$ cat src/logic/common_cmd_pkg.sv
package common_cmd_pkg;

  // decoded common commands arriving from the command parser
  typedef enum logic [3:0] {
    CMD_NONE,
    CMD_RESET,
    CMD_TRIGGER,
    CMD_CLEAR_STATUS,
    CMD_IDENT_Q,
    CMD_SELFTEST_Q,
    CMD_EVT_ENABLE,
    CMD_EVT_ENABLE_Q,
    CMD_SRQ_ENABLE,
    CMD_SRQ_ENABLE_Q,
    CMD_EVT_STATUS_Q,
    CMD_STATUS_BYTE_Q,
    CMD_OPC,
    CMD_OPC_Q
  } cmd_type;

  typedef struct packed {
    logic valid;
    cmd_type code;
    logic [7:0] arg;
  } cmd_req_type;

  typedef struct packed {
    logic valid;
    logic [7:0] data;
    logic last;
  } out_byte_type;

  // event status bit positions
  localparam int ESR_PON = 7;
  localparam int ESR_URQ = 6;
  localparam int ESR_CME = 5;
  localparam int ESR_EXE = 4;
  localparam int ESR_DDE = 3;
  localparam int ESR_QYE = 2;
  localparam int ESR_RQC = 1;
  localparam int ESR_OPC = 0;

  // status byte bit positions
  localparam int STB_OSS = 7;
  localparam int STB_RQS = 6;
  localparam int STB_ESB = 5;
  localparam int STB_MAV = 4;

  localparam logic [7:0] ESE_RESET = 8'h00;
  localparam logic [7:0] SRE_RESET = 8'h00;
  localparam logic [7:0] ESR_RESET = 8'h80;
  localparam logic [7:0] STB_LOW_MASK = 8'hf0;

  localparam logic [7:0] CHAR_ZERO = 8'h30;
  localparam logic [7:0] CHAR_ONE = 8'h31;
  localparam logic [7:0] CHAR_COMMA = 8'h2c;
  localparam logic [7:0] CHAR_NL = 8'h0a;

  // identity strings, arbitrary neutral values
  localparam int ID_LEN = 14;
  localparam logic [8*ID_LEN-1:0] ID_TEXT = "ACME,MDL1,V0.1";

  localparam int MSG_MAX = 16;
  localparam logic [4:0] MSG_CNT_W0 = 5'h00;

endpackage : common_cmd_pkg

$ cat src/logic/nr1_formatter.sv
`timescale 1ns/1ps
// combinational byte to three-digit decimal, leading zeros suppressed
module nr1_formatter
  import common_cmd_pkg::*;
(
  input wire logic [7:0] value_i,
  output logic [7:0] d2_o,
  output logic [7:0] d1_o,
  output logic [7:0] d0_o,
  output logic [1:0] len_o
);
  logic [7:0] h;
  logic [7:0] t;
  logic [7:0] o;

  always_comb begin
    h = value_i / 8'd100;
    t = (value_i / 8'd10) % 8'd10;
    o = value_i % 8'd10;
    d2_o = CHAR_ZERO + h;
    d1_o = CHAR_ZERO + t;
    d0_o = CHAR_ZERO + o;
    if (h != 8'h00) begin
      len_o = 2'd3;
    end else if (t != 8'h00) begin
      len_o = 2'd2;
    end else begin
      len_o = 2'd1;
    end
  end
endmodule : nr1_formatter

$ cat src/logic/common_command_status_unit.sv
`timescale 1ns/1ps
module common_command_status_unit
  import common_cmd_pkg::*;
(
  // clock and reset
  input wire logic ref_clk_i,
  input wire logic rst_i,
  // decoded command from the parser
  input wire cmd_req_type cmd_i,
  output logic cmd_ready_o,
  // event sources from the instrument
  input wire logic [7:0] event_set_i,
  input wire logic oper_summary_i,
  // measurement engine
  output logic meas_start_o,
  input wire logic meas_busy_i,
  input wire logic meas_done_i,
  input wire logic [7:0] meas_result_i,
  // self test engine
  output logic selftest_start_o,
  input wire logic selftest_done_i,
  input wire logic [7:0] selftest_errsum_i,
  // output buffer
  output out_byte_type out_o,
  input wire logic out_ready_i,
  input wire logic out_empty_i,
  // instrument-wide reset and status view
  output logic inst_reset_o,
  output logic [7:0] esr_o,
  output logic [7:0] stb_o,
  output logic srq_o
);

  typedef enum {
    ST_IDLE,
    ST_WAIT_MEAS,
    ST_WAIT_TEST,
    ST_WAIT_OPC,
    ST_SEND
  } state_type;

  state_type state_q, state_d;
  logic [7:0] ese_q, ese_d;
  logic [7:0] sre_q, sre_d;
  logic [7:0] esr_q, esr_d;
  logic opc_armed_q, opc_armed_d;
  logic [8*MSG_MAX-1:0] msg_q, msg_d;
  logic [4:0] len_q, len_d;
  logic [4:0] idx_q, idx_d;
  out_byte_type out_q, out_d;
  logic meas_start_q, meas_start_d;
  logic test_start_q, test_start_d;
  logic inst_reset_q, inst_reset_d;
  logic [7:0] stb_q, stb_d;
  logic srq_q, srq_d;
  // ready is kept in its own flop so the port needs no decode
  logic ready_q, ready_d;

  logic [7:0] fmt_val;
  logic [7:0] fd2, fd1, fd0;
  logic [1:0] flen;
  logic [7:0] stb_now;
  logic idle_ops;

  nr1_formatter u_fmt (
    .value_i(fmt_val),
    .d2_o(fd2),
    .d1_o(fd1),
    .d0_o(fd0),
    .len_o(flen)
  );

  // no pending measurement and no trigger from this unit still waiting in ST_WAIT_MEAS
  assign idle_ops = !meas_busy_i && state_q != ST_WAIT_MEAS;

  always_comb begin
    stb_now = 8'h00;
    stb_now[STB_OSS] = oper_summary_i;
    stb_now[STB_ESB] = |(esr_q & ese_q);
    stb_now[STB_MAV] = !out_empty_i || out_q.valid || state_q == ST_SEND;
    stb_now[STB_RQS] = |(stb_now & sre_q & ~(8'h01 << STB_RQS));
    stb_now = stb_now & STB_LOW_MASK;
  end

  // pick the value to print in decimal; ST_WAIT_MEAS and ST_WAIT_TEST own the mux because
  // the parser may already show its next code while a result is pending
  always_comb begin
    if (state_q == ST_WAIT_MEAS) begin
      fmt_val = meas_result_i;
    end else if (state_q == ST_WAIT_TEST) begin
      fmt_val = selftest_errsum_i;
    end else begin
      case (cmd_i.code)
        CMD_EVT_ENABLE_Q: fmt_val = ese_q;
        CMD_SRQ_ENABLE_Q: fmt_val = sre_q;
        CMD_EVT_STATUS_Q: fmt_val = esr_q;
        CMD_STATUS_BYTE_Q: fmt_val = stb_now;
        default: fmt_val = 8'h00;
      endcase
    end
  end

  // loads the formatted number plus newline into the message shift buffer
  function automatic logic [8*MSG_MAX-1:0] num_msg(input logic [7:0] a, input logic [7:0] b,
                                                   input logic [7:0] c, input logic [1:0] n);
    logic [8*MSG_MAX-1:0] m;
    m = '0;
    if (n == 2'd3) begin
      m[8*MSG_MAX-1 -: 32] = {a, b, c, CHAR_NL};
    end else if (n == 2'd2) begin
      m[8*MSG_MAX-1 -: 24] = {b, c, CHAR_NL};
    end else begin
      m[8*MSG_MAX-1 -: 16] = {c, CHAR_NL};
    end
    return m;
  endfunction : num_msg

  always_comb begin
    state_d = state_q;
    ese_d = ese_q;
    sre_d = sre_q;
    esr_d = esr_q;
    opc_armed_d = opc_armed_q;
    msg_d = msg_q;
    len_d = len_q;
    idx_d = idx_q;
    out_d = out_q;
    meas_start_d = 1'b0;
    test_start_d = 1'b0;
    inst_reset_d = 1'b0;

    if (out_q.valid && out_ready_i) begin
      out_d.valid = 1'b0;
    end

    case (state_q)
      ST_IDLE: begin
        if (cmd_i.valid) begin
          case (cmd_i.code)
            CMD_RESET: begin
              inst_reset_d = 1'b1;
              ese_d = ESE_RESET;
              sre_d = SRE_RESET;
              opc_armed_d = 1'b0;
            end
            CMD_TRIGGER: begin
              meas_start_d = 1'b1;
              state_d = ST_WAIT_MEAS;
            end
            CMD_CLEAR_STATUS: begin
              esr_d = 8'h00;
              opc_armed_d = 1'b0;
            end
            CMD_IDENT_Q: begin
              msg_d = '0;
              msg_d[8*MSG_MAX-1 -: 8*(ID_LEN+1)] = {ID_TEXT, CHAR_NL};
              len_d = 5'(ID_LEN + 1);
              idx_d = MSG_CNT_W0;
              state_d = ST_SEND;
            end
            CMD_SELFTEST_Q: begin
              test_start_d = 1'b1;
              state_d = ST_WAIT_TEST;
            end
            CMD_EVT_ENABLE: ese_d = cmd_i.arg;
            CMD_SRQ_ENABLE: sre_d = cmd_i.arg;
            CMD_EVT_ENABLE_Q, CMD_SRQ_ENABLE_Q, CMD_STATUS_BYTE_Q, CMD_EVT_STATUS_Q: begin
              msg_d = num_msg(fd2, fd1, fd0, flen);
              len_d = 5'(flen) + 5'd1;
              idx_d = MSG_CNT_W0;
              state_d = ST_SEND;
              // reading event status clears it, as query-to-clear
              if (cmd_i.code == CMD_EVT_STATUS_Q) begin
                esr_d = 8'h00;
              end
            end
            CMD_OPC: opc_armed_d = 1'b1;
            CMD_OPC_Q: state_d = ST_WAIT_OPC;
            default: begin
            end
          endcase
        end
      end
      ST_WAIT_MEAS: begin
        if (meas_done_i) begin
          msg_d = num_msg(fd2, fd1, fd0, flen);
          len_d = 5'(flen) + 5'd1;
          idx_d = MSG_CNT_W0;
          state_d = ST_SEND;
        end
      end
      ST_WAIT_TEST: begin
        if (selftest_done_i) begin
          msg_d = num_msg(fd2, fd1, fd0, flen);
          len_d = 5'(flen) + 5'd1;
          idx_d = MSG_CNT_W0;
          state_d = ST_SEND;
        end
      end
      ST_WAIT_OPC: begin
        if (!meas_busy_i) begin
          msg_d = '0;
          msg_d[8*MSG_MAX-1 -: 16] = {CHAR_ONE, CHAR_NL};
          len_d = 5'd2;
          idx_d = MSG_CNT_W0;
          state_d = ST_SEND;
        end
      end
      ST_SEND: begin
        if (!out_d.valid) begin
          out_d.valid = 1'b1;
          out_d.data = msg_q[8*MSG_MAX-1 -: 8];
          out_d.last = (idx_q + 5'd1 == len_q);
          msg_d = msg_q << 8;
          idx_d = idx_q + 5'd1;
          if (idx_q + 5'd1 == len_q) begin
            state_d = ST_IDLE;
          end
        end
      end
      default: state_d = ST_IDLE;
    endcase

    // completion is reported only once nothing measures any more
    if (opc_armed_d && idle_ops && state_q != ST_WAIT_MEAS) begin
      esr_d[ESR_OPC] = 1'b1;
      opc_armed_d = 1'b0;
    end
    // hardware events win over any clear in the same cycle
    esr_d = esr_d | event_set_i;

    stb_d = stb_now;
    srq_d = stb_now[STB_RQS];
    // follows the next state, so ready drops in the cycle after a take that leaves ST_IDLE
    ready_d = (state_d == ST_IDLE);
  end

  always_ff @(posedge ref_clk_i) begin
    if (rst_i) begin
      state_q <= ST_IDLE;
      ese_q <= ESE_RESET;
      sre_q <= SRE_RESET;
      esr_q <= ESR_RESET;
      opc_armed_q <= 1'b0;
      msg_q <= '0;
      len_q <= MSG_CNT_W0;
      idx_q <= MSG_CNT_W0;
      out_q <= '0;
      meas_start_q <= 1'b0;
      test_start_q <= 1'b0;
      inst_reset_q <= 1'b0;
      stb_q <= 8'h00;
      srq_q <= 1'b0;
      ready_q <= 1'b1;
    end else begin
      state_q <= state_d;
      ese_q <= ese_d;
      sre_q <= sre_d;
      esr_q <= esr_d;
      opc_armed_q <= opc_armed_d;
      msg_q <= msg_d;
      len_q <= len_d;
      idx_q <= idx_d;
      out_q <= out_d;
      meas_start_q <= meas_start_d;
      test_start_q <= test_start_d;
      inst_reset_q <= inst_reset_d;
      stb_q <= stb_d;
      srq_q <= srq_d;
      ready_q <= ready_d;
    end
  end

  always_comb begin
    cmd_ready_o = ready_q;
    meas_start_o = meas_start_q;
    selftest_start_o = test_start_q;
    out_o = out_q;
    inst_reset_o = inst_reset_q;
    esr_o = esr_q;
    stb_o = stb_q;
    srq_o = srq_q;
  end

endmodule : common_command_status_unit

$ cat config.mk
export PLATFORM = sky130hd
export DESIGN_NAME = common_command_status_unit
export DESIGN_NICKNAME = d
export VERILOG_FILES = /design/src/logic/common_cmd_pkg.sv /design/src/logic/nr1_formatter.sv /design/src/logic/common_command_status_unit.sv
export SDC_FILE = /design/constraint.sdc
export NUM_CORES = 1
export LEC_CHECK = 0
export BUFFER_PORTS_ARGS = -buffer_cell sky130_fd_sc_hd__buf_4
export CORE_AREA = 2 2 121 123
export CTS_CLUSTER_DIAMETER = 40
export DETAILED_ROUTE_END_ITERATION = 16
export DIE_AREA = 0 0 123 125
export GPL_ROUTABILITY_DRIVEN = 0
export PLACE_DENSITY_LB_ADDON = 0.15
export SKIP_LAST_GASP = 1
export SLEW_MARGIN = 10
export SYNTH_ARGS = -nofsm -noshare
export SYNTH_HDL_FRONTEND = slang
export SYNTH_HIERARCHICAL = 1
export SYNTH_SLANG_ARGS = --single-unit
$ cat constraint.sdc
create_clock -name ref_clk_i -period 8.6 [get_ports ref_clk_i]
set_input_delay 0.43 -clock ref_clk_i [delete_from_list [all_inputs] [get_ports ref_clk_i]]
set_output_delay 0.43 -clock ref_clk_i [all_outputs]
set_load 0.05 [all_outputs]
Word level (Yosys, flattened, before mapping):

Index checks and enable logic that the tools add are counted.

* bitwise gates (word level): 6
* reduce and logical (&&, ||, !) cells: 29
* equality and inequality tests: 31
* $add $sub $neg: 5
* div/mod/pow operators: 4
* mux-type cells: 53

Operator list (count)
* 128-bit two-way mux: 5
* 128-bit case mux with 5 select lines: 1
* 128-bit case mux with 2 select lines: 1
* 32-bit two-way mux: 6
* 32-bit case mux with 5 select lines: 1
* 32-bit case mux with 4 select lines: 1
* 32-bit by 2-bit == test with 1-bit output (second input constant): 3
* 32-bit by 3-bit == test with 1-bit output (second input constant): 2
* 32-bit logical NOT: 2
* 5-bit two-way mux: 10
* 8-bit case mux with 2 select lines: 3
* 8-bit two-way mux: 5
* 32-bit by 1-bit == test with 1-bit output (second input constant): 1
* 32-bit by 4-bit == test with 1-bit output (second input constant): 1
* 32-bit by 2-bit inequality test with 1-bit output (second input constant): 1
* 8-bit case mux with 4 select lines: 1
* 5-bit case mux with 5 select lines: 1
* 6-bit by 8-bit adder with 8-bit output (first input constant): 3
* 4-bit == test (second input constant): 6
* 24-bit two-way mux: 1
* 5-bit case mux with 4 select lines: 1
* 8-bit AND: 2
* 4-bit by 3-bit == test with 1-bit output (second input constant): 4
* 8-bit by 4-bit remainder unit with 8-bit output (second input constant): 2
* 37 further kinds: 64

* bits in registers: 218
* input bits: 45
* output and inout port bits: 31
* word-level logic and storage cells: 146

Depth between registers and ports, before layout:

Gate-level depths: netlist of the first run.

* word-level depth: 19
* depth in mapped cells: 34
* mapped depth without buffers: 30

Modules after synthesis:

Netlist of the first run, hierarchy kept.

By module, submodules not included
* common_command_status_unit: area each 6932.9 sq um, times used 1, seq. area each 3283.1 sq um, cells an instance 834
* nr1_formatter: area each 1396.3 sq um, times used 1, seq. area each 0.0 sq um, cells an instance 181

Least setup slack after synthesis of the first run:

OpenSTA, ideal clock, no wires.

* kind: register to register
* start: reg state_q[9]
* end: reg msg_q[125]
* data arrival time: 6265 ps
* buffers on the path: 4
* stages on the path, launching flop included: 34
* clock period less this slack: 6394 ps
* required time: 8470 ps
* path slack: 2206 ps
* library setup time: 130 ps
* path through: dfxtp_1 nor4_1 nand4_1 nor3_1 nand2_1 clkbuf_1 a21oi_1 buf_6 buf_2 o21bai_1 a21oi_1 or2_2 inv_1 ha_1 nand2_1 nand4b_1 nor4_4 o21a_1 inv_1 ha_1 nand3_1 o22ai_1 a211oi_1 o311ai_0 a31o_1 nand4_1 ha_1 clkbuf_1 mux2_2 mux2i_1 o21ai_0 o31ai_1 a221o_1 o31ai_1

* elaborated cells on any way between the ends: 42
* those cells by class: add/sub: 3; div: 4; eq/ne: 15; mux: 12; bitwise: 1; reduce/logical: 7

RTL lines
* start: declaration: RTL line common_command_status_unit.sv:42 `state_type state_q, state_d;`
* start signal: assignment: RTL line common_command_status_unit.sv:256 `state_q <= state_d;`
* 32-bit by 3-bit == test with 1-bit output: RTL line common_command_status_unit.sv:90 `end else if (state_q == ST_WAIT_TEST) begin`
* 8-bit two-way mux: RTL line common_command_status_unit.sv:90
* 8-bit two-way mux *: RTL line common_command_status_unit.sv:88 `if (state_q == ST_WAIT_MEAS) begin`
* net fmt_val[7]: RTL line common_command_status_unit.sv:59 `logic [7:0] fmt_val;`
* 8-bit by 4-bit divider with 8-bit output: RTL line nr1_formatter.sv:18 `t = (value_i / 8'd10) % 8'd10;`
* 8-bit by 4-bit remainder unit with 8-bit output: RTL line nr1_formatter.sv:18
* 8-bit nonzero test: RTL line nr1_formatter.sv:25 `end else if (t != 8'h00) begin`
* 2-bit two-way mux: RTL line nr1_formatter.sv:25
* 2-bit two-way mux *: RTL line nr1_formatter.sv:23 `if (h != 8'h00) begin`
* net flen[1]: RTL line common_command_status_unit.sv:61 `logic [1:0] flen;`
* 2-bit == test: RTL line common_command_status_unit.sv:110 `end else if (n == 2'd2) begin`
* 16-bit two-way mux: RTL line common_command_status_unit.sv:110
* 24-bit two-way mux *: RTL line common_command_status_unit.sv:108 `if (n == 2'd3) begin`
* 128-bit case mux with 2 select lines: RTL line common_command_status_unit.sv:139 `case (cmd_i.code)`
* 128-bit two-way mux: RTL line common_command_status_unit.sv:138 `if (cmd_i.valid) begin`
* 128-bit case mux with 5 select lines *: RTL line common_command_status_unit.sv:136 `case (state_q)`
* end signal: assignment: RTL line common_command_status_unit.sv:261 `msg_q <= msg_d;`
* end: declaration: RTL line common_command_status_unit.sv:47 `logic [8*MSG_MAX-1:0] msg_q, msg_d;`

The timed path passes the listed nets; every way through them passes the cells marked *. The select of a mux whose other input is x is not followed.
A chain may end at the register's enable or synchronous reset.

Worst setup path after layout of the first run:

* start: reg state_q[14]
* end: reg msg_q[125]

Same word-level chain as after synthesis.

==> out/qor.tcl, run 1 <==
set qor(count_of_synthesis_stage_warnings_from_yosys) 6
set qor(cts-root-to-sink-buffers) 2
set qor(cp-start-kind) {flip-flop}
set qor(ctsHtreeMaxLevel) 4
set qor(grt_max_degree) 88
set qor(layout_worst_path_cycle_share) 0.868
set qor(yosys_most_used_dff) {sky130_fd_sc_hd__dfxtp_1}
set qor(grt_overflow_total) 0
set qor(grt_pass1_vias) 6811
set qor(cts_tree) {yes}
set qor(final.hold.worst_slack_ns) 0.187
set qor(max_freq_ghz) 0.134
set qor(hold_path.startpoint) {event_set_i[7]}
set qor(post_route_cells_drive_above_1_share) 0.149
set qor(syn_area_mm2) 0.00833
set qor(insertion_delay_ns) 0.43
set qor(power_density_mw_per_mm2) 176
set qor(top_layer) {met4}
set qor(die-height_um) 125
set qor(m1WireLength_um) 9710
set qor(hold_viol) 0
set qor(met3_length_um) 1010
set qor(leakage_uw) 0.00352
set qor(diodes) 0
set qor(layout.cells.most_common) {sky130_fd_sc_hd__dfxtp_1}
set qor(die_area_mm2) 0.0154
set qor(detailedRoute.firstIterationViolations) 782
set qor(final_cell_area_mm2) 0.00949
set qor(grt_setup_unrepaired) {false}
set qor(worst_slew_margin_rel) 0.282
set qor(clock_sinks) 164
set qor(regToRegEndpoint) {msg_q[125]}
set qor(worstSetupEndpointType) {flip-flop}
set qor(hold_end) {esr_o[7]}
set qor(critPathKind) {flip-flop to flip-flop}
set qor(finalCriticalPeriod_ns) 7.47
set qor(clock_tree.root_cell) {sky130_fd_sc_hd__clkbuf_16}
set qor(cpPeakStageDelay_ns) 0.56
set qor(avgViaCountPerCell) 5.96
set qor(finalClockSkew_ns) 0.0117
set qor(outcome) {complete, no violations}
set qor(antenna_violations_before_repair) 0
set qor(cell_depth_of_the_worst_hold_path) 2
set qor(proportion_of_synthesized_flip_flops_having_asynchronous_set_or_reset) 0
set qor(initial_utilization) 0.586
set qor(detailed_place.area_mm2) 0.00889
set qor(dp.final_hpwl_um) 13600
set qor(crit_path_frequent_cell) {sky130_fd_sc_hd__ha_1}
set qor(worstMarginPinSlew_ns) 1.07
set qor(detailroute.via_count) 7554
set qor(cts_hold_buffers) 0
set qor(worst-path-max-fanout) 23
set qor(std_cell_rows) 44
set qor(io_buffer_count) 71
set qor(synth-edff-count) 0
set qor(route.detailed.drc) 0
set qor(max-vdd-ir-drop_mv) 0.192
set qor(setup-violations-final) 0
set qor(antenna_violating_nets_remaining) 0
set qor(post_cts.resized_instances) 0
set qor(drt_pass1_iterations) 7
set qor(clkSlewWorstSetupHoldPaths_ns) 0.07
set qor(cts.repair_timing.setup_buffer_count) 0
set qor(drt-wirelength-per-cell_um) 16.1
set qor(nNetsFinal) 1125
set qor(timing.setup.tns_ns) 0
set qor(syn-instance-count) 1015
set qor(most-common-layout-cells) {sky130_fd_sc_hd__dfxtp_1, sky130_fd_sc_hd__a21oi_1, sky130_fd_sc_hd__nand2_1, sky130_fd_sc_hd__buf_4, sky130_fd_sc_hd__nor2_1}
set qor(io-pin-count) 76
set qor(min-delay-path-class) {input pin to flip-flop}
set qor(slew_violations) 0
set qor(post_synth_num_cell_types) 94
set qor(die_w_um) 123
set qor(wire_length_of_the_first_global_routing_pass_um) 33800
set qor(worst_ep_required_time_ns) 8.92
set qor(rrSetupSlack_ns) 1.13
set qor(portion_of_the_post_synthesis_area_used_by_sequential_elements) 0.394
set qor(cp.arrival_ns) 7.79
set qor(cts_made_buffers) 17
set qor(total_grt_usage) 0.269
set qor(post_synth.cell_area_avg_um2) 8.21
set qor(number_of_synthesized_register_bits) 164
set qor(met2RoutedLength_um) 9480
set qor(total_power_uw) 1670
set qor(critical-path-slowest-cell) {sky130_fd_sc_hd__nand4_1}
set qor(r2r-start) {state_q[14]}
set qor(max_cap_viol_count) 0
set qor(routed_wirelength_um) 20500
set qor(area.growth.synth_to_final_pct) 14.0
set qor(rr_worst_depth) 30
set qor(core_area_mm2) 0.0142
-- power by group --
| group | switching, uW | internal, uW |
|---|---|---|
| clock | 361 | 395 |
| sequential | 5.94 | 769 |
| combinational | 87.5 | 50.0 |
-- area by class of cell --
cell class	count	area, um2
Fill cell	1242	4710
Multi-Input combinational cell	778	4640
Sequential cell	164	3280
Timing Repair Buffer	86	646
Clock buffer	17	425
Tap cell	184	230
Clock inverter	15	181
Inverter	24	90.1
-- state kept, by name, summed over array words and instances (netlist names) --
signal	cells
ese_q	8
out_o	10
idx_q	5
sre_q	8
opc_armed_q	1
msg_q	80
cmd_ready_o	1
esr_o	8
selftest_start_o	1
inst_reset_o	1
len_q	4
state_q	32
stb_o	4
meas_start_o	1
-- cells in the mapped netlist (7+ instances only) --
cell	n	area share
sky130_fd_sc_hd__dfxtp_1	164	0.39
sky130_fd_sc_hd__a21oi_1	117	0.070
sky130_fd_sc_hd__nand2_1	116	0.052
sky130_fd_sc_hd__nor2_1	74	0.033
sky130_fd_sc_hd__nand3_1	68	0.041
sky130_fd_sc_hd__o21ai_0	64	0.038
sky130_fd_sc_hd__clkbuf_1	41	0.018
sky130_fd_sc_hd__a22oi_1	40	0.036
sky130_fd_sc_hd__buf_2	21	0.013
sky130_fd_sc_hd__inv_1	21	0.0095
sky130_fd_sc_hd__buf_4	16	0.014
sky130_fd_sc_hd__nor2b_1	12	0.0090
sky130_fd_sc_hd__nor3_1	12	0.0072
sky130_fd_sc_hd__nand2b_1	10	0.0075
sky130_fd_sc_hd__xnor2_1	10	0.011
sky130_fd_sc_hd__a211oi_1	9	0.0081
sky130_fd_sc_hd__ha_1	9	0.014
sky130_fd_sc_hd__buf_6	8	0.011
sky130_fd_sc_hd__mux2i_1	8	0.0096
sky130_fd_sc_hd__a31oi_1	7	0.0053
sky130_fd_sc_hd__nor4_1	7	0.0053
sky130_fd_sc_hd__o22ai_1	7	0.0053
sky130_fd_sc_hd__o2bb2ai_1	7	0.0074
sky130_fd_sc_hd__or3_1	7	0.0053
-- stage by stage --
stage	instances	utilization	worst slack, ns
global route	1268	0.668	0.613
CTS	1268	0.668	1.24
global placement	1236	0.626	1.46
finish	1268	0.668	1.13
floorplan	1055	-	2.21
detailed placement	1236	0.626	1.28
-- metal layers --
metal / track usage / vias to the layer above
li1: - / 3721
met2: 0.408 / 218
met3: 0.0461 / 22
met4: 0.0782 / 0
met1: 0.392 / 3593
met5: 0 / -
-- logic make-up (layout without fill, tap and decap cells) --
family                     Yosys count  in the layout  synth area share
adders and majority gates            9              9            0.0135
and+or+nand+nor                    366            366             0.223
AOI/OAI and AO/OA                  330            330             0.263
xor gates and xnor gates            16             16            0.0177
DFF                                164            164             0.394
muxes                               14             14            0.0182
other                                3             43           0.00135
buffers and inverters              113            142            0.0685
-- worst max path at each step --
stage	startpoint	end	slack (ns)
after CTS	state_q[14]	msg_q[124]	1.24
after floorplan	state_q[9]	msg_q[125]	2.21
after detailed placement	state_q[14]	msg_q[124]	1.28
after global placement	state_q[14]	msg_q[124]	1.46
after global routing	state_q[14]	msg_q[124]	0.61
final	state_q[14]	msg_q[125]	1.13
-- worst max-delay path, delay by kind of cell (launching register included) --
family,cells,cell delay [ns]
DFF,1,0.30
muxes,1,0.22
AOI/OAI and AO/OA,12,2.74
buffers and inverters,4,0.71
and+or+nand+nor,10,2.78
adders and majority gates,3,0.60
Note: power is estimated with default switching activity, not from simulation.
==> run 2, diff against run 1 <==
- CTS_BUF_LIST: default -> sky130_fd_sc_hd__clkbuf_4 sky130_fd_sc_hd__clkbuf_8
==> run 2 against run 1 <==
Setup slack worse by 0.0078 ns. Maximum frequency down 0.10%. Register-to-register slack about the same. Largest cell class unchanged.
==> out/qor.tcl, run 2 (same netlist as run 1, synthesis figures left out) <==
set qor(hold_viol) 0
set qor(intPower_uw) 1040
set qor(critPathCapture) {msg_q[124]}
set qor(layout_worst_path_cycle_share) 0.869
set qor(area.growth.synth_to_final_pct) 11.7
set qor(cp.arrival_ns) 7.84
set qor(r2r-start) {state_q[14]}
set qor(finalCriticalPeriod_ns) 7.48
set qor(clockPowerShare) 0.383
set qor(grt_setup_unrepaired) {false}
set qor(post_cts.resized_instances) 0
set qor(grt_max_degree) 88
set qor(critPathKind) {flip-flop to flip-flop}
set qor(dp.final_hpwl_um) 13600
set qor(worstSetupEndpointType) {flip-flop}
set qor(cts_tree) {yes}
set qor(detailroute.via_count) 7575
set qor(initial_utilization) 0.586
set qor(post_route_cells_drive_above_1_share) 0.149
set qor(antenna_violating_nets_remaining) 0
set qor(detailed_place.area_mm2) 0.00889
set qor(seq_power_share) 0.524
set qor(setup-violations-final) 0
set qor(cp-startpoint) {state_q[14]}
set qor(leakage_uw) 0.00344
set qor(detailedRoute.firstIterationViolations) 828
set qor(outcome) {complete, no violations}
set qor(worstMarginPinSlew_ns) 1.11
set qor(switching_share) 0.294
set qor(cts_made_buffers) 17
set qor(diodes) 0
set qor(combinationalPowerShare) 0.093
set qor(io_buffer_count) 71
set qor(total_switching_power_uw) 435
set qor(wire_length_of_the_first_global_routing_pass_um) 33500
set qor(most-common-layout-cells) {sky130_fd_sc_hd__dfxtp_1, sky130_fd_sc_hd__a21oi_1, sky130_fd_sc_hd__nand2_1, sky130_fd_sc_hd__buf_4, sky130_fd_sc_hd__nor2_1}
set qor(fin_util) 0.655
set qor(die_w_um) 123
set qor(critical-path-slowest-cell) {sky130_fd_sc_hd__nand4_1}
set qor(cell_depth_of_the_worst_hold_path) 2
set qor(die_area_mm2) 0.0154
set qor(worst-path-max-fanout) 23
set qor(ctsHtreeMaxLevel) 4
set qor(min-delay-path-class) {input pin to flip-flop}
set qor(clkSlewWorstSetupHoldPaths_ns) 0.10
set qor(power_density_mw_per_mm2) 159
set qor(grt_pass1_vias) 6774
set qor(largest_register_ff_count) 80
set qor(largest_register) {msg_q}
set qor(rr_worst_depth) 30
set qor(clock_sinks) 164
set qor(layout.filler_cells) 1279
set qor(drt_pass1_iterations) 5
set qor(finalClockSkew_ns) 0.0129
set qor(final_cell_area_mm2) 0.00930
set qor(total_grt_usage) 0.268
set qor(layout.cells.most_common) {sky130_fd_sc_hd__dfxtp_1}
set qor(rrSetupSlack_ns) 1.12
set qor(worst_ep_required_time_ns) 8.97
set qor(avgViaCountPerCell) 5.97
set qor(insertion_delay_ns) 0.48
set qor(cpPeakStageDelay_ns) 0.56
set qor(worst_slew_margin_rel) 0.252
set qor(timing.setup.tns_ns) 0
set qor(cts.repair_timing.setup_buffer_count) 0
set qor(regToRegEndpoint) {msg_q[124]}
set qor(grt_overflow_total) 0
set qor(crit_path_frequent_cell) {sky130_fd_sc_hd__ha_1}
set qor(io-pin-count) 76
set qor(drt-wirelength-per-cell_um) 16.0
set qor(slew_violations) 0
set qor(antenna_violations_before_repair) 0
set qor(clock_tree.root_cell) {sky130_fd_sc_hd__clkbuf_8}
set qor(max_cap_viol_count) 0
set qor(std_cell_rows) 44
set qor(route.detailed.drc) 0
set qor(max-vdd-ir-drop_mv) 0.170
set qor(core_area_mm2) 0.0142
set qor(cp-start-kind) {flip-flop}
set qor(max_freq_ghz) 0.134
set qor(cts-root-to-sink-buffers) 2
set qor(cts_hold_buffers) 0
set qor(routed_wirelength_um) 20300
set qor(nNetsFinal) 1125
set qor(die-height_um) 125
[run 2: cell counts in the layout (fill, tap and decap cells not counted)]
Identical to the previous run, type by type.
[run 2: stage by stage]
| stage | hold slack, ns | cells | worst slack [ns] | power [uW] |
|---|---|---|---|---|
| 3_5_place_dp | 0.442 | 1236 | 1.28 | 927 |
| 5_1_grt | 0.131 | 1268 | 0.551 | 1540 |
| 3_3_place_gp | 0.439 | 1236 | 1.46 | 925 |
| 2_1_floorplan | 0.431 | 1055 | 2.21 | 888 |
| 4_1_cts | 0.123 | 1268 | 1.23 | 1490 |
| 6_report | 0.139 | 1268 | 1.12 | 1480 |
[run 2: worst min path at each step]
stage	from	endpoint	slack, ns
after global placement	msg_q[74]	msg_q[82]	0.44
after CTS	event_set_i[7]	esr_o[7]	0.12
final	event_set_i[7]	esr_o[7]	0.14
after floorplan	msg_q[29]	msg_q[37]	0.43
after detailed placement	msg_q[74]	msg_q[82]	0.44
after global routing	event_set_i[7]	esr_o[7]	0.13
[run 2: area by class of cell]
type | instances | area (um2) | share of cell area
timing repair buffer | 86 | 646 | 0.0694
tap | 184 | 230 | 0.0247
inverter | 24 | 90.1 | 0.00968
sequential | 164 | 3280 | 0.353
clock inverter | 15 | 181 | 0.0195
multi-input combinational | 778 | 4640 | 0.499
clock buffer | 17 | 234 | 0.0252
[run 2: metal layers]
layer  global-route usage  vias to the layer above  wire length, um
li1                     -                     3728                -
met1                0.393                     3560             9550
met2                0.393                      254             9150
met3               0.0611                       33             1270
met4               0.0755                        0              354
met5                    0                        -                0
[run 2: power groups by stage]
stage | sequential (uW) | clock [uW] | combinational, uW
after CTS | 775 | 578 | 134
after global placement | 792 | 0 | 133
after detailed placement | 793 | 0 | 134
after floorplan | 801 | 0 | 87.1
final | 775 | 567 | 137
after global routing | 776 | 611 | 150
[run 2: critical path: cells and delay by family (launching register included)]
| kind | cells | cell delay [ns] |
|---|---|---|
| simple gates | 10 | 2.78 |
| compound gates | 12 | 2.73 |
| flops | 1 | 0.31 |
| mux | 1 | 0.23 |
| fa+ha+maj | 3 | 0.60 |
| buf+inv | 4 | 0.71 |
